File: src/include/hcs_pkg.sv
// constants for the host controller status flag block
package hcs_pkg;

	// ----------------------------------------
	// register map
	// ----------------------------------------
	localparam logic [7:0] HCS_OFS_STATUS = 8'h24;
	localparam logic [31:0] HCS_STATUS_RST = 32'h0000_1000;

	// ----------------------------------------
	// field positions
	// ----------------------------------------
	localparam int HCS_B_ASYNC_ST = 15;
	localparam int HCS_B_PERIOD_ST = 14;
	localparam int HCS_B_RECLAIM = 13;
	localparam int HCS_B_HALTED = 12;
	localparam int HCS_B_ADVANCE = 5;
	localparam int HCS_B_SYS_ERR = 4;
	localparam int HCS_B_FRAME_WRAP = 3;
	localparam int HCS_B_PORT_CHG = 2;
	localparam int HCS_B_BUS_ERR = 1;
	localparam int HCS_B_XFER_DONE = 0;
	localparam int HCS_NFLAGS = 6;

	// ----------------------------------------
	// frame list size codes and index bits
	// ----------------------------------------
	localparam logic [1:0] HCS_FLS_1024 = 2'h0;
	localparam logic [1:0] HCS_FLS_512 = 2'h1;
	localparam logic [1:0] HCS_FLS_256 = 2'h2;
	localparam int HCS_FIDX_W = 14;
	localparam int HCS_WRAP_B_1024 = 13;
	localparam int HCS_WRAP_B_512 = 12;
	localparam int HCS_WRAP_B_256 = 11;

	// ----------------------------------------
	// root ports
	// ----------------------------------------
	localparam int HCS_NPORT = 2;
	localparam int HCS_PCHG_W = 4;

endpackage

File: src/hcs_status_flags.sv
// status register and controller state flags of the host controller
`timescale 1ns/10ps
// Contract
// - writing one to an event flag clears it; reads never clear
// - only controller-wide sources and states appear, no per-transaction status
// - bit 15 shows real async schedule state, follows enable after transition
// - bit 14 shows real periodic schedule state, may lag its enable
// - bit 13 is a read-only reclamation indicator for an empty async schedule
// - halted bit resets to one, zero while running, one once stopped
// - halted also set when hardware itself clears the run control
// - after doorbell ring, set advance flag at next async schedule advance
// - system error flag set on parity error, master abort or target abort
// - system error clears the run control so no more descriptors execute
// - frame wrap flag set when the frame list index wraps to zero
// - wrap point follows list size: bit 13, 12 or 11 toggle
// - port change flag set on unowned port change or resume after J-K
// - on return to active power, port flag reloads with OR of changes
// - bus error flag set when a transaction completes with an error
// - errored descriptor with interrupt-on-complete sets both error and done flags
// - done flag set when a retired descriptor has interrupt-on-complete
// - done flag also set on a short packet
// - register sits at offset 24h, resets zero except halted at one
// - run keeps the schedule going; stop halts after pipeline drains
// - interrupt only when flag and its enable are both set
module hcs_status_flags (
	input wire logic sys_clk_i, // host clock
	input wire logic nrst_i, // async reset, active low
	input wire logic [7:0] reg_addr_i, // offset from base
	input wire logic reg_wr_i, // write strobe
	input wire logic reg_rd_i, // read strobe
	input wire logic [31:0] reg_wdata_i, // write data
	output logic [31:0] reg_rdata_o, // read data
	output logic reg_rvalid_o, // read data valid
	input wire logic run_we_i, // run control write
	input wire logic run_wdata_i, // run control value
	output logic run_control_o, // run control state
	input wire logic advance_doorbell_i, // doorbell ring pulse
	output logic advance_doorbell_o, // doorbell pending
	input wire logic async_sched_enable_i, // async enable
	input wire logic periodic_sched_enable_i, // periodic enable
	input wire logic async_safe_i, // async switch point
	input wire logic periodic_safe_i, // periodic switch point
	output logic async_sched_state_o, // async running
	output logic periodic_sched_state_o, // periodic running
	input wire logic async_head_i, // list head reached
	input wire logic async_txn_i, // async txn executed
	input wire logic async_advance_i, // async schedule advanced
	input wire logic pipe_idle_i, // pipeline drained
	input wire logic parity_err_i, // bus parity error
	input wire logic master_abort_i, // bus master abort
	input wire logic target_abort_i, // bus target abort
	input wire logic [1:0] frame_list_size_i, // list size code
	input wire logic [hcs_pkg::HCS_FIDX_W-1:0] frame_index_i, // frame index
	input wire logic [hcs_pkg::HCS_NPORT*hcs_pkg::HCS_PCHG_W-1:0] port_chg_i, // port change bits
	input wire logic [hcs_pkg::HCS_NPORT-1:0] companion_owner_i, // port owned by companion
	input wire logic [hcs_pkg::HCS_NPORT-1:0] port_resume_force_i, // resume bit
	input wire logic [hcs_pkg::HCS_NPORT-1:0] jk_resume_i, // J-K seen on suspended port
	input wire logic power_restore_i, // return to active power pulse
	input wire logic txn_done_i, // transaction completed
	input wire logic txn_error_i, // completed with error
	input wire logic txn_ioc_i, // descriptor has ioc
	input wire logic short_pkt_i, // short packet seen
	input wire logic [hcs_pkg::HCS_NFLAGS-1:0] irq_enable_i, // per-flag enables
	output logic irq_o // interrupt request
);
	import hcs_pkg::*;

	// ----------------------------------------
	// state
	// ----------------------------------------
	logic run_r;
	logic run_nxt;
	logic halted_r;
	logic halted_nxt;
	logic async_st_r;
	logic async_st_nxt;
	logic period_st_r;
	logic period_st_nxt;
	logic reclaim_r;
	logic reclaim_nxt;
	logic doorbell_r;
	logic doorbell_nxt;
	logic [HCS_NFLAGS-1:0] flags_r;
	logic [HCS_NFLAGS-1:0] flags_nxt;
	logic [2:0] fidx_hi_r;
	logic [HCS_NPORT-1:0] pchg_any_r;
	logic [HCS_NPORT-1:0] resume_r;
	logic [31:0] rdata_r;
	logic rvalid_r;

	// ----------------------------------------
	// register decode
	// ----------------------------------------
	wire sel_status = (reg_addr_i == HCS_OFS_STATUS);
	wire wr_status = reg_wr_i & sel_status;
	wire rd_status = reg_rd_i & sel_status;
	// only the event bits take a write; state and reserved bits drop it
	wire [HCS_NFLAGS-1:0] w1c = wr_status ? reg_wdata_i[HCS_NFLAGS-1:0] : '0;

	// ----------------------------------------
	// event sources
	// ----------------------------------------
	wire sys_err_ev = parity_err_i | master_abort_i | target_abort_i;
	wire adv_ev = doorbell_r & async_advance_i;
	wire bus_err_ev = txn_done_i & txn_error_i;
	// ioc wins whether or not the descriptor errored
	wire done_ev = (txn_done_i & txn_ioc_i) | short_pkt_i;

	// frame wrap: the top index bit of the list toggles
	wire [2:0] fidx_hi = frame_index_i[HCS_WRAP_B_1024:HCS_WRAP_B_256];
	wire [2:0] fidx_tog = fidx_hi ^ fidx_hi_r;
	wire wrap_1024 = (frame_list_size_i == HCS_FLS_1024) & fidx_tog[2];
	wire wrap_512 = (frame_list_size_i == HCS_FLS_512) & fidx_tog[1];
	wire wrap_256 = (frame_list_size_i == HCS_FLS_256) & fidx_tog[0];
	wire wrap_ev = wrap_1024 | wrap_512 | wrap_256;

	// ----------------------------------------
	// port change detect
	// ----------------------------------------
	logic [HCS_NPORT-1:0] pchg_any;
	logic [HCS_NPORT-1:0] pchg_all;
	logic [HCS_NPORT-1:0] resume_now;
	always_comb begin
		for (int p = 0; p < HCS_NPORT; p++) begin
			pchg_all[p] = |port_chg_i[p*HCS_PCHG_W +: HCS_PCHG_W];
			pchg_any[p] = pchg_all[p] & ~companion_owner_i[p];
			resume_now[p] = port_resume_force_i[p] & jk_resume_i[p];
		end
	end
	wire [HCS_NPORT-1:0] pchg_rise = pchg_any & ~pchg_any_r;
	wire [HCS_NPORT-1:0] resume_rise = resume_now & ~resume_r;
	wire port_ev = |(pchg_rise | resume_rise);
	// power restore rebuilds the flag from the live change bits
	wire port_reload = |(pchg_all | port_resume_force_i);

	// ----------------------------------------
	// run control and halt
	// ----------------------------------------
	always_comb begin
		run_nxt = run_r;
		if (run_we_i) begin
			run_nxt = run_wdata_i;
		end
		// hardware stop beats a software start in the same cycle
		if (sys_err_ev) begin
			run_nxt = 1'b0;
		end
	end

	always_comb begin
		halted_nxt = halted_r;
		if (run_r) begin
			halted_nxt = 1'b0;
		end else if (pipe_idle_i) begin
			halted_nxt = 1'b1;
		end
	end

	// ----------------------------------------
	// schedule states
	// ----------------------------------------
	// switch at engine safe points, or clear at once on halt, so readback lags the enable
	always_comb begin
		async_st_nxt = async_st_r;
		period_st_nxt = period_st_r;
		if (halted_nxt) begin
			async_st_nxt = 1'b0;
			period_st_nxt = 1'b0;
		end else begin
			if (async_safe_i) begin
				async_st_nxt = async_sched_enable_i;
			end
			if (periodic_safe_i) begin
				period_st_nxt = periodic_sched_enable_i;
			end
		end
	end

	always_comb begin
		reclaim_nxt = reclaim_r;
		if (!async_st_r) begin
			reclaim_nxt = 1'b0;
		end else if (async_head_i) begin
			reclaim_nxt = 1'b1;
		end else if (async_txn_i) begin
			reclaim_nxt = 1'b0;
		end
	end

	always_comb begin
		doorbell_nxt = doorbell_r;
		if (adv_ev) begin
			doorbell_nxt = 1'b0;
		end else if (advance_doorbell_i) begin
			doorbell_nxt = 1'b1;
		end
	end

	// ----------------------------------------
	// event flags
	// ----------------------------------------
	logic [HCS_NFLAGS-1:0] set_ev;
	always_comb begin
		set_ev = '0;
		set_ev[HCS_B_ADVANCE] = adv_ev;
		set_ev[HCS_B_SYS_ERR] = sys_err_ev;
		set_ev[HCS_B_FRAME_WRAP] = wrap_ev;
		set_ev[HCS_B_PORT_CHG] = port_ev;
		set_ev[HCS_B_BUS_ERR] = bus_err_ev;
		set_ev[HCS_B_XFER_DONE] = done_ev;
	end

	// set beats clear, so an event in the clearing cycle survives
	always_comb begin
		flags_nxt = (flags_r & ~w1c) | set_ev;
		if (power_restore_i) begin
			flags_nxt[HCS_B_PORT_CHG] = port_reload;
		end
	end

	// ----------------------------------------
	// read path
	// ----------------------------------------
	logic [31:0] status_word;
	always_comb begin
		status_word = '0;
		status_word[HCS_B_ASYNC_ST] = async_st_r;
		status_word[HCS_B_PERIOD_ST] = period_st_r;
		status_word[HCS_B_RECLAIM] = reclaim_r;
		status_word[HCS_B_HALTED] = halted_r & ~run_r;
		status_word[HCS_NFLAGS-1:0] = flags_r;
	end
	// unmapped offsets read as zero
	wire [31:0] rdata_nxt = rd_status ? status_word : 32'h0000_0000;

	// ----------------------------------------
	// flops
	// ----------------------------------------
	always_ff @(posedge sys_clk_i or negedge nrst_i) begin
		if (!nrst_i) begin
			run_r <= 1'b0;
		end else begin
			run_r <= run_nxt;
		end
	end

	always_ff @(posedge sys_clk_i or negedge nrst_i) begin
		if (!nrst_i) begin
			halted_r <= HCS_STATUS_RST[HCS_B_HALTED];
		end else begin
			halted_r <= halted_nxt;
		end
	end

	always_ff @(posedge sys_clk_i or negedge nrst_i) begin
		if (!nrst_i) begin
			async_st_r <= 1'b0;
		end else begin
			async_st_r <= async_st_nxt;
		end
	end

	always_ff @(posedge sys_clk_i or negedge nrst_i) begin
		if (!nrst_i) begin
			period_st_r <= 1'b0;
		end else begin
			period_st_r <= period_st_nxt;
		end
	end

	always_ff @(posedge sys_clk_i or negedge nrst_i) begin
		if (!nrst_i) begin
			reclaim_r <= 1'b0;
		end else begin
			reclaim_r <= reclaim_nxt;
		end
	end

	always_ff @(posedge sys_clk_i or negedge nrst_i) begin
		if (!nrst_i) begin
			doorbell_r <= 1'b0;
		end else begin
			doorbell_r <= doorbell_nxt;
		end
	end

	always_ff @(posedge sys_clk_i or negedge nrst_i) begin
		if (!nrst_i) begin
			flags_r <= HCS_STATUS_RST[HCS_NFLAGS-1:0];
		end else begin
			flags_r <= flags_nxt;
		end
	end

	// ----------------------------------------
	// edge history
	// ----------------------------------------
	// previous index bits, so a toggle shows up one cycle later
	always_ff @(posedge sys_clk_i or negedge nrst_i) begin
		if (!nrst_i) begin
			fidx_hi_r <= 3'h0;
		end else begin
			fidx_hi_r <= fidx_hi;
		end
	end

	// history starts at zero: a change bit already high after reset reports once
	always_ff @(posedge sys_clk_i or negedge nrst_i) begin
		if (!nrst_i) begin
			pchg_any_r <= '0;
		end else begin
			pchg_any_r <= pchg_any;
		end
	end

	always_ff @(posedge sys_clk_i or negedge nrst_i) begin
		if (!nrst_i) begin
			resume_r <= '0;
		end else begin
			resume_r <= resume_now;
		end
	end

	always_ff @(posedge sys_clk_i or negedge nrst_i) begin
		if (!nrst_i) begin
			rdata_r <= 32'h0000_0000;
			rvalid_r <= 1'b0;
		end else begin
			rdata_r <= rdata_nxt;
			rvalid_r <= reg_rd_i;
		end
	end

	// ----------------------------------------
	// outputs
	// ----------------------------------------
	assign reg_rdata_o = rdata_r;
	assign reg_rvalid_o = rvalid_r;
	assign run_control_o = run_r;
	assign advance_doorbell_o = doorbell_r;
	assign async_sched_state_o = async_st_r;
	assign periodic_sched_state_o = period_st_r;
	// disabled flags still read back for polling
	assign irq_o = |(flags_r & irq_enable_i);

endmodule

File: config.mk
export PLATFORM = sky130hd
export DESIGN_NAME = hcs_status_flags
export DESIGN_NICKNAME = d
export VERILOG_FILES = /design/src/include/hcs_pkg.sv /design/src/hcs_status_flags.sv
export SDC_FILE = /design/constraint.sdc
export NUM_CORES = 1
export LEC_CHECK = 0
export CAP_MARGIN = 25
export CORE_MARGIN = 2
export CORE_UTILIZATION = 35
export CTS_CLUSTER_DIAMETER = 150
export DETAILED_ROUTE_END_ITERATION = 16
export DONT_BUFFER_PORTS = 1
export SYNTH_ARGS = -nofsm -noshare
export SYNTH_HDL_FRONTEND = slang
export SYNTH_SLANG_ARGS = --single-unit
File: constraint.sdc
create_clock -name sys_clk_i -period 1.59 [get_ports sys_clk_i]
set_input_delay 0.3975 -clock sys_clk_i [delete_from_list [all_inputs] [get_ports sys_clk_i]]
set_output_delay 0.3975 -clock sys_clk_i [all_outputs]
set_load 0.03 [all_outputs]
# Word level (Yosys, flattened, before mapping)
# Cells that the tools add are included.
dict set report word_totals {
  ff_bits 36
  mem_bits_ro 0
  input_bits 99
  word_cells 74
  latch_bits 0
  memories 0
  mem_bits_rw 0
}
dict set report classes {
  eq_ne 4
  div_mod_pow 0
  n_mux 16
  n_addsub 0
  n_shift 0
  n_mul 0
  bitwise 32
  reduce_logical 10
  order_cmp 0
}
# operator n
set op_table {}
lappend op_table {{16-bit 2-to-1 mux} 1}
lappend op_table {{1-bit 2-to-1 mux} 14}
lappend op_table {{1-bit bitwise AND} 13}
lappend op_table {{6-bit bitwise AND} 2}
lappend op_table {{8-bit by 6-bit equality test with 1-bit output, second input constant} 1}
lappend op_table {{2-bit nonzero test} 4}
lappend op_table {{4-bit OR reduction} 2}
lappend op_table {{6-bit 2-to-1 mux} 1}
lappend op_table {{6-bit inverter} 1}
lappend op_table {{6-bit OR} 1}
lappend op_table {{6-bit OR reduction} 1}
lappend op_table {{1-bit OR} 5}
lappend op_table {{2-bit bitwise AND} 2}
lappend op_table {{2-bit inverter} 2}
lappend op_table {{2-bit OR} 2}
lappend op_table {{2-bit OR reduction} 2}
lappend op_table {{3-bit != test, second input constant} 1}
lappend op_table {{1-bit inverter} 3}
lappend op_table {{3-bit bitwise XOR} 1}
lappend op_table {{2-bit by 1-bit equality test with 1-bit output, second input constant} 1}
lappend op_table {{2-bit equality test, second input constant} 1}
lappend op_table {{2-bit logical NOT} 1}

# Depth between registers and ports, before layout
dict set report logic_depth {
  word_depth 7
  depth_mapped 4
  depth_no_buf 4
}

# Worst setup path before layout
# OpenSTA, ideal clock, no wires.
dict set report synth_path {
  path_kind {input port to flip-flop}
  startpoint {input port reg_addr_i[7]}
  endpoint {register flags_r[4]}
  n_path_buf 0
  arrival_time_ns 1.639
  setup_slack_ns -0.177
  path_stages 4
  setup_time_ns 0.129
  cell_sequence {or4b_1 > nor3_4 > nand2_1 > a2111o_1}
}
dict set report synth_between {
  elab_chain_cells 6
}
# element line_no
set synth_rtl {}
lappend synth_rtl {{start: declaration} hcs_status_flags.sv:28} ;# input wire logic [7:0] reg_addr_i,
lappend synth_rtl {{8-bit by 6-bit equality test with 1-bit output} hcs_status_flags.sv:94} ;# wire sel_status = (reg_addr_i == HCS_OFS_STATUS);
lappend synth_rtl {{1-bit bitwise AND} hcs_status_flags.sv:95} ;# wire wr_status = reg_wr_i & sel_status;
lappend synth_rtl {{6-bit 2-to-1 mux} hcs_status_flags.sv:98} ;# wire [HCS_NFLAGS-1:0] w1c = wr_status ? reg_wdata_i[HCS_NFLAGS-1:0] : '0;
lappend synth_rtl {{6-bit inverter} hcs_status_flags.sv:215} ;# flags_nxt = (flags_r & ~w1c) | set_ev;
lappend synth_rtl {{6-bit bitwise AND} hcs_status_flags.sv:215}
lappend synth_rtl {{6-bit OR} hcs_status_flags.sv:215}
lappend synth_rtl {{net flags_nxt[4]} hcs_status_flags.sv:84} ;# logic [HCS_NFLAGS-1:0] flags_nxt;
lappend synth_rtl {{end signal: assignment} hcs_status_flags.sv:289} ;# flags_r <= HCS_STATUS_RST[HCS_NFLAGS-1:0];
lappend synth_rtl {{end signal: assignment} hcs_status_flags.sv:291} ;# flags_r <= flags_nxt;
lappend synth_rtl {{end: declaration} hcs_status_flags.sv:83} ;# logic [HCS_NFLAGS-1:0] flags_r;
# The timed path passes the listed nets, and every way through them passes these cells.
# A chain may end at the register's enable or synchronous reset.

# Worst setup path in the final report
dict set report layout_path {
  startpoint {input port reg_addr_i[3]}
  endpoint {register flags_r[4]}
}
# Same word-level chain as after synthesis.

==> flow_summary.json <==
{
  "start_util": 0.366,
  "routed_wl_microns": 2500,
  "clock_skew_ps": 4.13,
  "ys_ff_latch": 30,
  "cts.sinks": 30,
  "cts_tree": "done",
  "netlist_area_sq_mm": 0.00134,
  "dp_hpwl_microns": 1980,
  "path_cells": "or4b_4, nor3_4, nand2_1, a2111o_1",
  "finalHoldViolCount": 0,
  "cts_buffers": 5,
  "antenna_cells": 0,
  "setup_viol": 0,
  "drv_cap": 0,
  "dp_cells": 166,
  "grt.total_usage": 0.115,
  "grt_use_met3": 0.0494,
  "slowest_delay_ps": 540,
  "min_period_over_period": 0.976,
  "nets": 226,
  "crit_family": "simple AND/OR/NAND/NOR gates",
  "max_freq_ghz": 0.645,
  "final_cell_mix": "dfrtp_1 (29), conb_1 (22), and2_1 (9), nor2_1 (9), nand2_1 (7)",
  "crit_path_max_fanout": 4,
  "die-area_sq_mm": 0.00434,
  "worstSetupStartpointType": "primary input",
  "min_path_type": "primary input to flop",
  "gp_congestion": 0.661,
  "yosys_warnings": 0,
  "synthCells": 117,
  "crit_buf_inv": 0,
  "outcome": "complete, no violations",
  "boundaryPins": 137,
  "layout_commonest_cell": "dfrtp_1",
  "p_leak_nw": 0.701,
  "core_area_sq_mm": 0.00366,
  "final_cells": 176,
  "areaGrowthSynthToFinish_pct": 10.6,
  "grt.overflow.total": 0,
  "dr.pass1.iters": 4,
  "grt_setup_unrepaired": "no",
  "grt_use_met2": 0.189,
  "power.switching_mw": 0.398,
  "grt_use_met1": 0.124,
  "grt_pass1_vias": 802,
  "h-tree-depth": 2,
  "die_h_microns": 65.8,
  "seqPwrFrac": 0.480,
  "required_ps": 1750,
  "peakVddDrop_v": 0.000358,
  "yosysSeqAreaShare": 0.562,
  "final_antenna_net_count": 0,
  "min-delay-start": "reg_rd_i",
  "swShare": 0.238,
  "grt_pass1_wl_microns": 3580,
  "critPathLaunch": "reg_addr_i[3]",
  "clockPowerShare": 0.441,
  "clk_pin_slew_worst_paths_ps": 60,
  "vias": 820,
  "antenna_found_initial": 0,
  "cts_setup_buffers": 0,
  "clock_latency_ps": 280,
  "fp.dieW_microns": 65.8,
  "synthDistinctLibCells": 29,
  "post-route-util": 0.404,
  "root_buffer": "clkbuf_8",
  "post-route-min-period_ps": 1550,
  "cp-end-kind": "flop",
  "syn_avg_cell_area_sq_um": 11.4,
  "top_usage_layer": "met2",
  "drv_slew": 0,
  "combinationalPowerShare": 0.080,
  "wl_per_cell_microns": 14.2,
  "grt_max_degree": 31,
  "drt_iter0_markers": 40,
  "pwr_density_cell_mw_per_mm2": 1130,
  "r2r-start": "fidx_hi_r[2]",
  "intPower_mw": 1.27,
  "portBuffers": 0,
  "arrival_ps": 1710,
  "drt-vias-per-instance": 4.66,
  "drc_errors": 0,
  "crit_slowest_cell": "or4b_4",
  "drive_gt1_frac": 0.141,
  "clk_path_buf_depth": 2,
  "crit_type": "primary input to flop",
  "rows": 22
}
## power by group through the flow
stage | combinational (mW) | clock, mW | sequential, mW
5_1_grt | 0.144 | 0.794 | 0.803
3_3_place_gp | 0.108 | 0 | 0.814
3_5_place_dp | 0.109 | 0 | 0.815
6_report | 0.133 | 0.736 | 0.801
2_1_floorplan | 0.147 | 0 | 0.812
4_1_cts | 0.134 | 0.758 | 0.801
## worst register-to-register path, stage by stage (launching register included)
cell and delay (ps):
dfrtp_1 380, xor2_1 160, nor2_1 80, a211oi_1 50, a221o_1 260
## what timing repair did
| action | 4_1_cts | 5_1_grt |
|---|---|---|
| hold buffers | 2 | 0 |
| hold endpoints to repair | 30 | 0 |
| pin swaps | 0 | 1 |
| resized for setup | 1 | 1 |
| setup endpoints to repair | 1 | 1 |
## logic make-up (layout without fill, tap and decap cells)
kind of cell | count (synthesis) | in the layout | share of synthesized area
and+or+nand+nor | 39 | 39 | 0.168
muxes | 4 | 4 | 0.0299
buffers and inverters | 27 | 17 | 0.137
AOI/OAI and AO/OA | 13 | 13 | 0.0804
other | 1 | 22 | 0.00280
DFF | 30 | 30 | 0.562
xor gates and xnor gates | 3 | 3 | 0.0196
## path summary, 6_finish.rpt
| kind | to | slack, ps | depth (start not counted) |
|---|---|---|---|
| min in group asynchronous | flags_r[0] | 590 | 2 |
| min reg2reg | reg_rdata_o[13] | 480 | 1 |
| min | reg_rvalid_o | 150 | 0 |
| max reg2reg | flags_r[3] | 540 | 4 |
| max | flags_r[4] | 40 | 4 |
| max in group asynchronous | halted_r | 770 | 2 |
## cell type report
cell class              count  area, sq um
repair buffers              4         45.0
inverters                   5         18.8
well taps                  48         60.1
multi-input cells          81          495
flip-flops and latches     30          752
clock inverters             3         40.0
clock buffers               5         68.8
fillers                   344         2180
## metrics by stage
step | TNS, ps | setup WS, ps | power [mW] | hold slack, ps | cell area (sq um)
final | 0 | 38.6 | 1.67 | 147 | 1480
after global routing | 0 | 5.14 | 1.74 | 128 | 1480
after CTS | 0 | 24.5 | 1.69 | 137 | 1480
after global placement | -1390 | -279 | 0.922 | 103 | 1330
after detailed placement | -1340 | -271 | 0.925 | 103 | 1330
after floorplan | -607 | -131 | 0.959 | 102 | 1420
## synth_stat cells, drive strengths merged
cell / count / share of area
inv: 5 / 0.014
dfrtp: 29 / 0.54
a211oi: 1 / 0.0056
nor2b: 1 / 0.0047
and3b: 1 / 0.0065
a22oi: 3 / 0.017
nor4: 4 / 0.019
buf: 22 / 0.12
conb: 1 / 0.0028
a221o: 2 / 0.015
nor2: 9 / 0.025
nor3: 4 / 0.023
and2: 9 / 0.042
xnor2: 2 / 0.013
xor2: 1 / 0.0065
mux2i: 4 / 0.030
a21bo: 1 / 0.0075
nand2: 7 / 0.020
dfstp: 1 / 0.020
a21oi: 1 / 0.0037
or4b: 2 / 0.018
o22ai: 1 / 0.0047
a22o: 2 / 0.013
a2111o: 1 / 0.0084
o21a: 1 / 0.0056
nand3: 1 / 0.0037
and4: 1 / 0.0065
## registers in the layout, indices dropped and copies added, names as in the netlist
name	flops
halted_r	1
reg_rdata_o	10
advance_doorbell_o	1
run_control_o	1
async_sched_state_o	1
resume_r	2
pchg_any_r	2
periodic_sched_state_o	1
fidx_hi_r	3
flags_r	6
reg_rvalid_o	1
reclaim_r	1
## per-layer routing
layer | wire length [microns] | up-vias
li1 | - | 374
met1 | 904 | 379
met2 | 1240 | 63
met3 | 319 | 4
met4 | 32 | 0
met5 | 0 | -
Power figures use the tool's default switching activity.
